File: src/verilog/ltd_pkg.sv
// Shared constants, carrier types and operating summary of the two-channel time digitizer
package ltd_pkg;

  localparam int NUM_CHAN         = 2;
  localparam int BITS_PER_CHAN    = 24;
  localparam int REG_BITS         = 16;
  localparam int STAGE_BITS       = 8;
  localparam int STAGES_PER_REG   = 2;
  localparam int USED_BITS        = 12;
  localparam int REGS_PER_CHAN    = 2;
  localparam int PULSES_PER_TRAIN = 12;
  localparam int NARROW_BINS      = 23;
  localparam int CNT_W            = 5;

  // Timing of the gated train as it arrives on the pins
  localparam int GCLK_MHZ         = 500;
  localparam int BEAM_PERIOD_NS   = 32;
  localparam int GATE_OFF_NS      = 8;
  localparam int PULSE_SPACING_NS = 2;
  localparam int NARROW_BIN_NS    = 1;
  localparam int HOLD_NS          = 16;

  // Reset values and train-count limits
  localparam logic [REG_BITS-1:0]   SREG_RESET  = 16'h0000;
  localparam logic [USED_BITS-1:0]  HOLD_RESET  = 12'h000;
  localparam logic [CNT_W-1:0]      COUNT_RESET = 5'h00;
  localparam logic [CNT_W-1:0]      TRAIN_LEN   = 5'h0C;
  localparam logic [CNT_W-1:0]      COUNT_MAX   = 5'h1F;

  // Age of a set coincidence latch, counted in capture strobes
  typedef enum logic [1:0] {
    LAT_CLEAR,
    LAT_FRESH,
    LAT_AGED
  } ltd_latch_t;

  // Pins from the discriminators and the clock gating unit
  typedef struct packed {
    logic [NUM_CHAN-1:0] rear;
    logic [NUM_CHAN-1:0] front;
    logic                gclk;
    logic                capture_strobe;
    logic                shift_clear;
    logic                hold_clear;
  } ltd_pins_t;

  localparam int PIN_W = $bits(ltd_pins_t);

  // One channel's held pattern: odd register bits and even register bits
  typedef struct packed {
    logic [USED_BITS-1:0] odd;
    logic [USED_BITS-1:0] even;
  } ltd_bits_t;

endpackage

File: src/verilog/ltd_sync.sv
// Two-flop synchroniser with edge detection on the settled level
`timescale 1ns/1ps
`default_nettype none
module ltd_sync #(
  parameter int W = 1
) (
  input  wire logic         clock_i,
  input  wire logic         rst_i,
  input  wire logic [W-1:0] async_i,
  output logic      [W-1:0] level_o,
  output logic      [W-1:0] rise_o,
  output logic      [W-1:0] fall_o
);

  logic [W-1:0] meta;
  logic [W-1:0] stable;
  logic [W-1:0] prev;

  always_ff @(posedge clock_i) begin
    if (rst_i) begin
      meta   <= '0;
      stable <= '0;
      prev   <= '0;
    end else begin
      meta   <= async_i;
      stable <= meta;
      prev   <= stable;
    end
  end

  assign level_o = stable;
  assign rise_o  = stable & ~prev;
  assign fall_o  = ~stable & prev;

endmodule
`default_nettype wire

File: src/verilog/ltd_shift8.sv
// One 8-bit serial-in shift stage with synchronous clear
`timescale 1ns/1ps
`default_nettype none
module ltd_shift8 (
  input  wire logic       clock_i,
  input  wire logic       rst_i,
  input  wire logic       clear_i,
  input  wire logic       shift_i,
  input  wire logic       serial_i,
  output logic      [7:0] q_o
);

  logic [7:0] next_q;

  // Bit 1 of the stage is q_o[0]; the top bit carries into the next stage
  assign next_q = {q_o[6:0], serial_i};

  always_ff @(posedge clock_i) begin
    if (rst_i || clear_i) begin
      q_o <= 8'h00;
    end else if (shift_i) begin
      q_o <= next_q;
    end
  end

endmodule
`default_nettype wire

File: src/verilog/ltd_top.sv
// Two-channel latching time digitizer: coincidence latches, thermometer registers, holding flops
`timescale 1ns/1ps
`default_nettype none
module ltd_top (
  input  wire logic                                 clock_i,
  input  wire logic                                 rst_i,
  input  wire logic [ltd_pkg::NUM_CHAN-1:0]         rear_hit_i,
  input  wire logic [ltd_pkg::NUM_CHAN-1:0]         front_hit_i,
  input  wire logic                                 gated_clk_i,
  input  wire logic                                 capture_strobe_i,
  input  wire logic                                 shift_clear_i,
  input  wire logic                                 hold_clear_i,
  output ltd_pkg::ltd_bits_t [ltd_pkg::NUM_CHAN-1:0] flight_time_o,
  output logic      [ltd_pkg::NUM_CHAN-1:0]         latch_o,
  output logic      [ltd_pkg::CNT_W-1:0]            train_count_o,
  output logic                                      train_short_o,
  output logic                                      train_long_o
);
  import ltd_pkg::*;

  // ------------------------------------------------------------------
  // Pin capture
  // ------------------------------------------------------------------
  ltd_pins_t            pins_raw;
  ltd_pins_t            pins_lvl;
  ltd_pins_t            pins_rise;
  ltd_pins_t            pins_fall;

  logic [NUM_CHAN-1:0]  rear_lvl;
  logic [NUM_CHAN-1:0]  front_rise;
  logic                 gclk_rise;
  logic                 gclk_fall;
  logic                 strobe_rise;
  logic                 sclr_rise;
  logic                 hclr_rise;

  assign pins_raw.rear           = rear_hit_i;
  assign pins_raw.front          = front_hit_i;
  assign pins_raw.gclk           = gated_clk_i;
  assign pins_raw.capture_strobe = capture_strobe_i;
  assign pins_raw.shift_clear    = shift_clear_i;
  assign pins_raw.hold_clear     = hold_clear_i;

  // Every pin is asynchronous to clock_i and passes two flops first
  ltd_sync #(
    .W (PIN_W)
  ) u_sync (
    .clock_i (clock_i),
    .rst_i   (rst_i),
    .async_i (pins_raw),
    .level_o (pins_lvl),
    .rise_o  (pins_rise),
    .fall_o  (pins_fall)
  );

  assign rear_lvl    = pins_lvl.rear;
  assign front_rise  = pins_rise.front;
  assign gclk_rise   = pins_rise.gclk;
  // The inverted gated clock rises where the true clock falls
  assign gclk_fall   = pins_fall.gclk;
  assign strobe_rise = pins_rise.capture_strobe;
  assign sclr_rise   = pins_rise.shift_clear;
  assign hclr_rise   = pins_rise.hold_clear;

  // ------------------------------------------------------------------
  // Pattern decode for capture, saturating pulse count for monitoring
  // ------------------------------------------------------------------
  function automatic logic [USED_BITS-1:0] used_bits(input logic [REG_BITS-1:0] r);
    used_bits = r[USED_BITS-1:0];
  endfunction

  function automatic logic [CNT_W-1:0] bump(input logic [CNT_W-1:0] c);
    bump = (c == COUNT_MAX) ? c : c + 5'h01;
  endfunction

  // ------------------------------------------------------------------
  // Per-channel logic
  // ------------------------------------------------------------------
  genvar c;
  genvar r;
  genvar s;

  generate
    for (c = 0; c < NUM_CHAN; c = c + 1) begin : g_chan
      ltd_latch_t          age;
      ltd_latch_t          next_age;
      logic                latch;
      logic                set_hit;
      logic                age_step;
      logic [REG_BITS-1:0] sreg [REGS_PER_CHAN];
      ltd_bits_t           next_hold;

      // A coincidence needs the rear level high at the front's rising edge
      assign set_hit  = front_rise[c] & rear_lvl[c];
      assign age_step = strobe_rise;

      // Once set, further hits in the period leave the latch alone;
      // the second capture strobe after setting returns it to zero
      always_comb begin
        next_age = age;
        case (age)
          LAT_CLEAR: begin
            if (set_hit) begin
              next_age = LAT_FRESH;
            end
          end
          LAT_FRESH: begin
            if (age_step) begin
              next_age = LAT_AGED;
            end
          end
          LAT_AGED: begin
            if (age_step) begin
              next_age = LAT_CLEAR;
            end
          end
          default: begin
            next_age = LAT_CLEAR;
          end
        endcase
      end

      always_ff @(posedge clock_i) begin
        if (rst_i) begin
          age   <= LAT_CLEAR;
          latch <= 1'b0;
        end else begin
          age   <= next_age;
          latch <= (next_age != LAT_CLEAR);
        end
      end

      // Register 0 is the odd register on the true clock, 1 the even one
      for (r = 0; r < REGS_PER_CHAN; r = r + 1) begin : g_reg
        logic shift_en;

        assign shift_en = (r == 0) ? gclk_rise : gclk_fall;

        for (s = 0; s < STAGES_PER_REG; s = s + 1) begin : g_stage
          logic serial;

          if (s == 0) begin : g_head
            assign serial = latch;
          end else begin : g_tail
            assign serial = sreg[r][STAGE_BITS*s-1];
          end

          ltd_shift8 u_stage (
            .clock_i  (clock_i),
            .rst_i    (rst_i),
            .clear_i  (sclr_rise),
            .shift_i  (shift_en),
            .serial_i (serial),
            .q_o      (sreg[r][STAGE_BITS*s +: STAGE_BITS])
          );
        end
      end

      // Holding flops take the used bits of both registers at once
      assign next_hold.odd  = used_bits(sreg[0]);
      assign next_hold.even = used_bits(sreg[1]);

      always_ff @(posedge clock_i) begin
        if (rst_i) begin
          flight_time_o[c] <= {HOLD_RESET, HOLD_RESET};
        end else if (strobe_rise) begin
          flight_time_o[c] <= next_hold;
        end else if (hclr_rise) begin
          flight_time_o[c] <= {HOLD_RESET, HOLD_RESET};
        end
      end

      always_ff @(posedge clock_i) begin
        if (rst_i) begin
          latch_o[c] <= 1'b0;
        end else begin
          latch_o[c] <= latch;
        end
      end
    end
  endgenerate

  // ------------------------------------------------------------------
  // Train monitor: counts gated clock pulses between capture strobes
  // ------------------------------------------------------------------
  logic [CNT_W-1:0] pulse_cnt;
  logic [CNT_W-1:0] next_pulse_cnt;
  logic             count_short;
  logic             count_long;

  // A pulse in the strobe cycle belongs to the next train
  assign next_pulse_cnt = strobe_rise ? (gclk_rise ? 5'h01 : COUNT_RESET)
                                      : (gclk_rise ? bump(pulse_cnt) : pulse_cnt);
  assign count_short    = (pulse_cnt < TRAIN_LEN);
  assign count_long     = (pulse_cnt > TRAIN_LEN);

  always_ff @(posedge clock_i) begin
    if (rst_i) begin
      pulse_cnt <= COUNT_RESET;
    end else begin
      pulse_cnt <= next_pulse_cnt;
    end
  end

  always_ff @(posedge clock_i) begin
    if (rst_i) begin
      train_count_o <= COUNT_RESET;
      train_short_o <= 1'b0;
      train_long_o  <= 1'b0;
    end else if (strobe_rise) begin
      train_count_o <= pulse_cnt;
      train_short_o <= count_short;
      train_long_o  <= count_long;
    end
  end

endmodule
`default_nettype wire

File: config.mk
export PLATFORM = sky130hd
export DESIGN_NAME = ltd_top
export DESIGN_NICKNAME = d
export VERILOG_FILES = /design/src/verilog/ltd_pkg.sv /design/src/verilog/ltd_sync.sv /design/src/verilog/ltd_shift8.sv /design/src/verilog/ltd_top.sv
export SDC_FILE = /design/constraint.sdc
export NUM_CORES = 1
export LEC_CHECK = 0
export ABC_AREA = 1
export BUFFER_PORTS_ARGS = -buffer_cell sky130_fd_sc_hd__buf_2
export CORE_ASPECT_RATIO = 0.6
export CORE_MARGIN = 10
export CORE_UTILIZATION = 56
export CTS_CLUSTER_SIZE = 30
export DETAILED_ROUTE_END_ITERATION = 8
export GPL_TIMING_DRIVEN = 1
export PLACE_DENSITY = 0.78
export SETUP_SLACK_MARGIN = 0.02
export SLEW_MARGIN = 20
export SYNTH_ARGS = -nofsm -noshare
export SYNTH_HDL_FRONTEND = slang
export SYNTH_SLANG_ARGS = --single-unit
File: constraint.sdc
create_clock -name clock_i -period 1.5 [get_ports clock_i]
set_input_delay 0.075 -clock clock_i [delete_from_list [all_inputs] [get_ports clock_i]]
set_output_delay 0.075 -clock clock_i [all_outputs]
set_load 0.05 [all_outputs]
==> results.py <==
metrics = {
    "min_path": {
        "worstHoldPathType": "in2reg",
        "hold_path_depth": 3,
    },
    "global_route": {
        "grt_antenna_before_repair": 0,
        "grt_max_degree": 49,
        "grt_pass1_wl_mm": 17.8,
        "grt_pass1_vias": 3809,
        "track_usage": 0.167,
        "overflow": 0,
    },
    "timing": {
        "final-max-slew-violation-count": 0,
        "finalWorstPathRequiredPeriod_ps": 1410,
        "setup_viol": 0,
        "skew_ps": 5.28,
        "finalCritPeriodShare": 0.939,
        "max_freq_ghz": 0.710,
        "hold_viol_final": 0,
        "rsz0062_at_grt": "yes",
        "tightest_slew_ps": 435,
        "slew_headroom": 0.709,
        "setup_ws_ps": 91.8,
    },
    "finish": {
        "design_area_um2": 5890,
        "area_growth_pct": 23.0,
        "final_util": 0.699,
        "antenna_cells": 0,
        "layout-drive-gt1-share": 0.184,
        "final_nets": 687,
        "mostFrequentLayoutCells": "nand2_1, dfxtp_1, a21oi_1",
        "final_common_cell": "nand2_1",
    },
    "power_and_ir_drop": {
        "power_leakage_nw": 2.37,
        "clkPwrFrac": 0.490,
        "combPwrFrac": 0.042,
        "vdd_ir_drop_max_uv": 1030,
        "p_int_mw": 6.25,
        "switching_share": 0.215,
        "p_switching_mw": 1.72,
        "power_density_nw_per_um2": 1350,
        "pwr-share-seq": 0.468,
    },
    "placement": {
        "placed_area_um2": 5200,
        "gp_congestion": 0.813,
        "io_buffers": 66,
        "place_ws_ps": -37.7,
        "hpwl_mm": 7.00,
    },
    "worst_setup_path": {
        "critical_path_arrival_ps": 1710,
        "cp_max_fo": 4,
        "r2r_cells": 10,
        "worstSetupPathType": "reg2reg",
        "endpoint_kind": "register",
        "cp_data_required_time_ps": 1800,
        "cp-start-kind": "register",
    },
    "die": {
        "num_io_pins": 67,
        "start_util": 0.568,
        "num_rows": 26,
        "fp.dieW_um": 139,
        "core_um2": 8430,
        "die-area_um2": 12800,
        "die_h_um": 91.6,
    },
    "detailed_routing": {
        "vias": 4009,
        "top_layer": "met4",
        "drt-met1-wl_mm": 4.98,
        "vias_per_cell": 5.02,
        "post-route-drc-count": 0,
        "met3WireLength_um": 737,
        "first_pass_iters": 5,
        "wl_per_cell_um": 13.6,
        "route.met2.wl_mm": 4.86,
        "drt-total-wl_mm": 10.8,
        "drt_iter0_drc": 325,
        "antenna_left": 0,
    },
    "clock_tree": {
        "insertion_delay_ps": 420,
        "cts_tree": "yes",
        "cts_buffer_depth": 2,
        "cts_buffers": 17,
        "clk_pin_slew_ps": 60,
        "clockRootBuffer": "clkbuf_16",
        "clkSinkCount": 138,
        "htreeDepth": 4,
    },
    "synth": {
        "avgSynthCellArea_um2": 7.95,
        "async_flop_share": 0,
        "synth_nets": 615,
        "synth_ff_type": "dfxtp_1",
        "yosys_warnings": 0,
        "ys_ff_latch": 138,
        "netlist_area_um2": 4790,
        "synth.distinct_cells": 18,
        "synth_edf_count": 0,
        "syn_inst": 602,
        "yosysSeqAreaShare": 0.577,
    },
    "status": {
        "status": "finished clean",
    },
    "run": {
        "cap_violations": 0,
    },
}
[cells in the mapped netlist (6+ instances only)]
master,instances,share of area
a21oi_1,102,0.11
inv_1,39,0.031
nor2_1,44,0.034
buf_2,13,0.014
o21ai_0,6,0.0063
nand3_1,10,0.010
clkbuf_1,7,0.0055
buf_4,9,0.014
nand2_1,214,0.17
dfxtp_1,138,0.58
[area by class of cell]
class                   instances  area (µm²)
clock buffers                  25         536
clock inverters                 6        35.0
fillers                       649        2540
inverters                      42         161
multi-input cells             388        1700
flip-flops and latches        138        2770
well taps                     112         140
repair buffers                 87         546
[timing repair]
action	4_1_cts	5_1_grt
hold buffers	8	0
endpoints found under the hold margin	8	0
pin swaps	0	3
endpoints found under the setup margin	3	29
buffers inserted	0	1
resized for setup	4	7
[power by group through the flow]
stage,Clock (mW),Sequential [mW],Combinational (mW)
4_1_cts,3.97,3.73,0.327
2_1_floorplan,0,3.84,0.195
5_1_grt,4.12,3.73,0.363
3_3_place_gp,0,3.81,0.301
6_report,3.90,3.73,0.332
3_5_place_dp,0,3.81,0.308
[sequential cells by signal (all words and copies together) (netlist names)]
register and flops:
train_short_o 1, u_sync.prev 6, g_chan.g.g_stage.u_stage.q_o 48, u_sync.meta 8, g_chan.age 4, train_long_o 1
g_chan.g.g_stage.serial 2, pulse_cnt 5, latch_o 2, train_count_o 5, flight_time_o 48, u_sync.level_o 8
[logic make-up (layout without fill, tap and decap cells)]
kind of cell,count (synthesis),count (layout),share of synthesized area
buf+inv,76,160,0.0747
compound gates,112,112,0.118
flops,138,138,0.577
simple gates,273,273,0.222
fa+ha+maj,3,3,0.00784
[stage by stage]
step / instances / total power, mW / hold slack (ps) / setup TNS [ps]
global route: 798 / 8.21 / 139 / 0
CTS: 797 / 8.02 / 127 / 0
floorplan: 602 / 4.03 / 158 / 0
global placement: 758 / 4.11 / 273 / 0
detailed placement: 758 / 4.12 / 282 / -37.7
finish: 798 / 7.96 / 132 / 0
[critical path, stage by stage (launching register included)]
cell and delay (ps):
dfxtp_4 360, ha_4 160, inv_1 50, nor2_1 40, ha_2 170, inv_2 60
nand3_2 90, inv_1 140, nand3_1 90, nand2_1 70, nor2_1 50
[final timing paths]
kind	start	endpoint	slack [ps]
min	rst_i	u_sync.level_o[3]	130
min reg2reg	u_sync.meta[4]	u_sync.level_o[4]	400
max reg2reg	pulse_cnt[1]	pulse_cnt[2]	90
max	pulse_cnt[1]	pulse_cnt[2]	90
[per-layer routing]
layer / track usage / up-vias
met5: 0 / -
met4: 0.0709 / 0
met3: 0.0675 / 27
met2: 0.260 / 123
met1: 0.203 / 1830
li1: - / 2029
No activity file was read; power rests on OpenSTA's default activity.
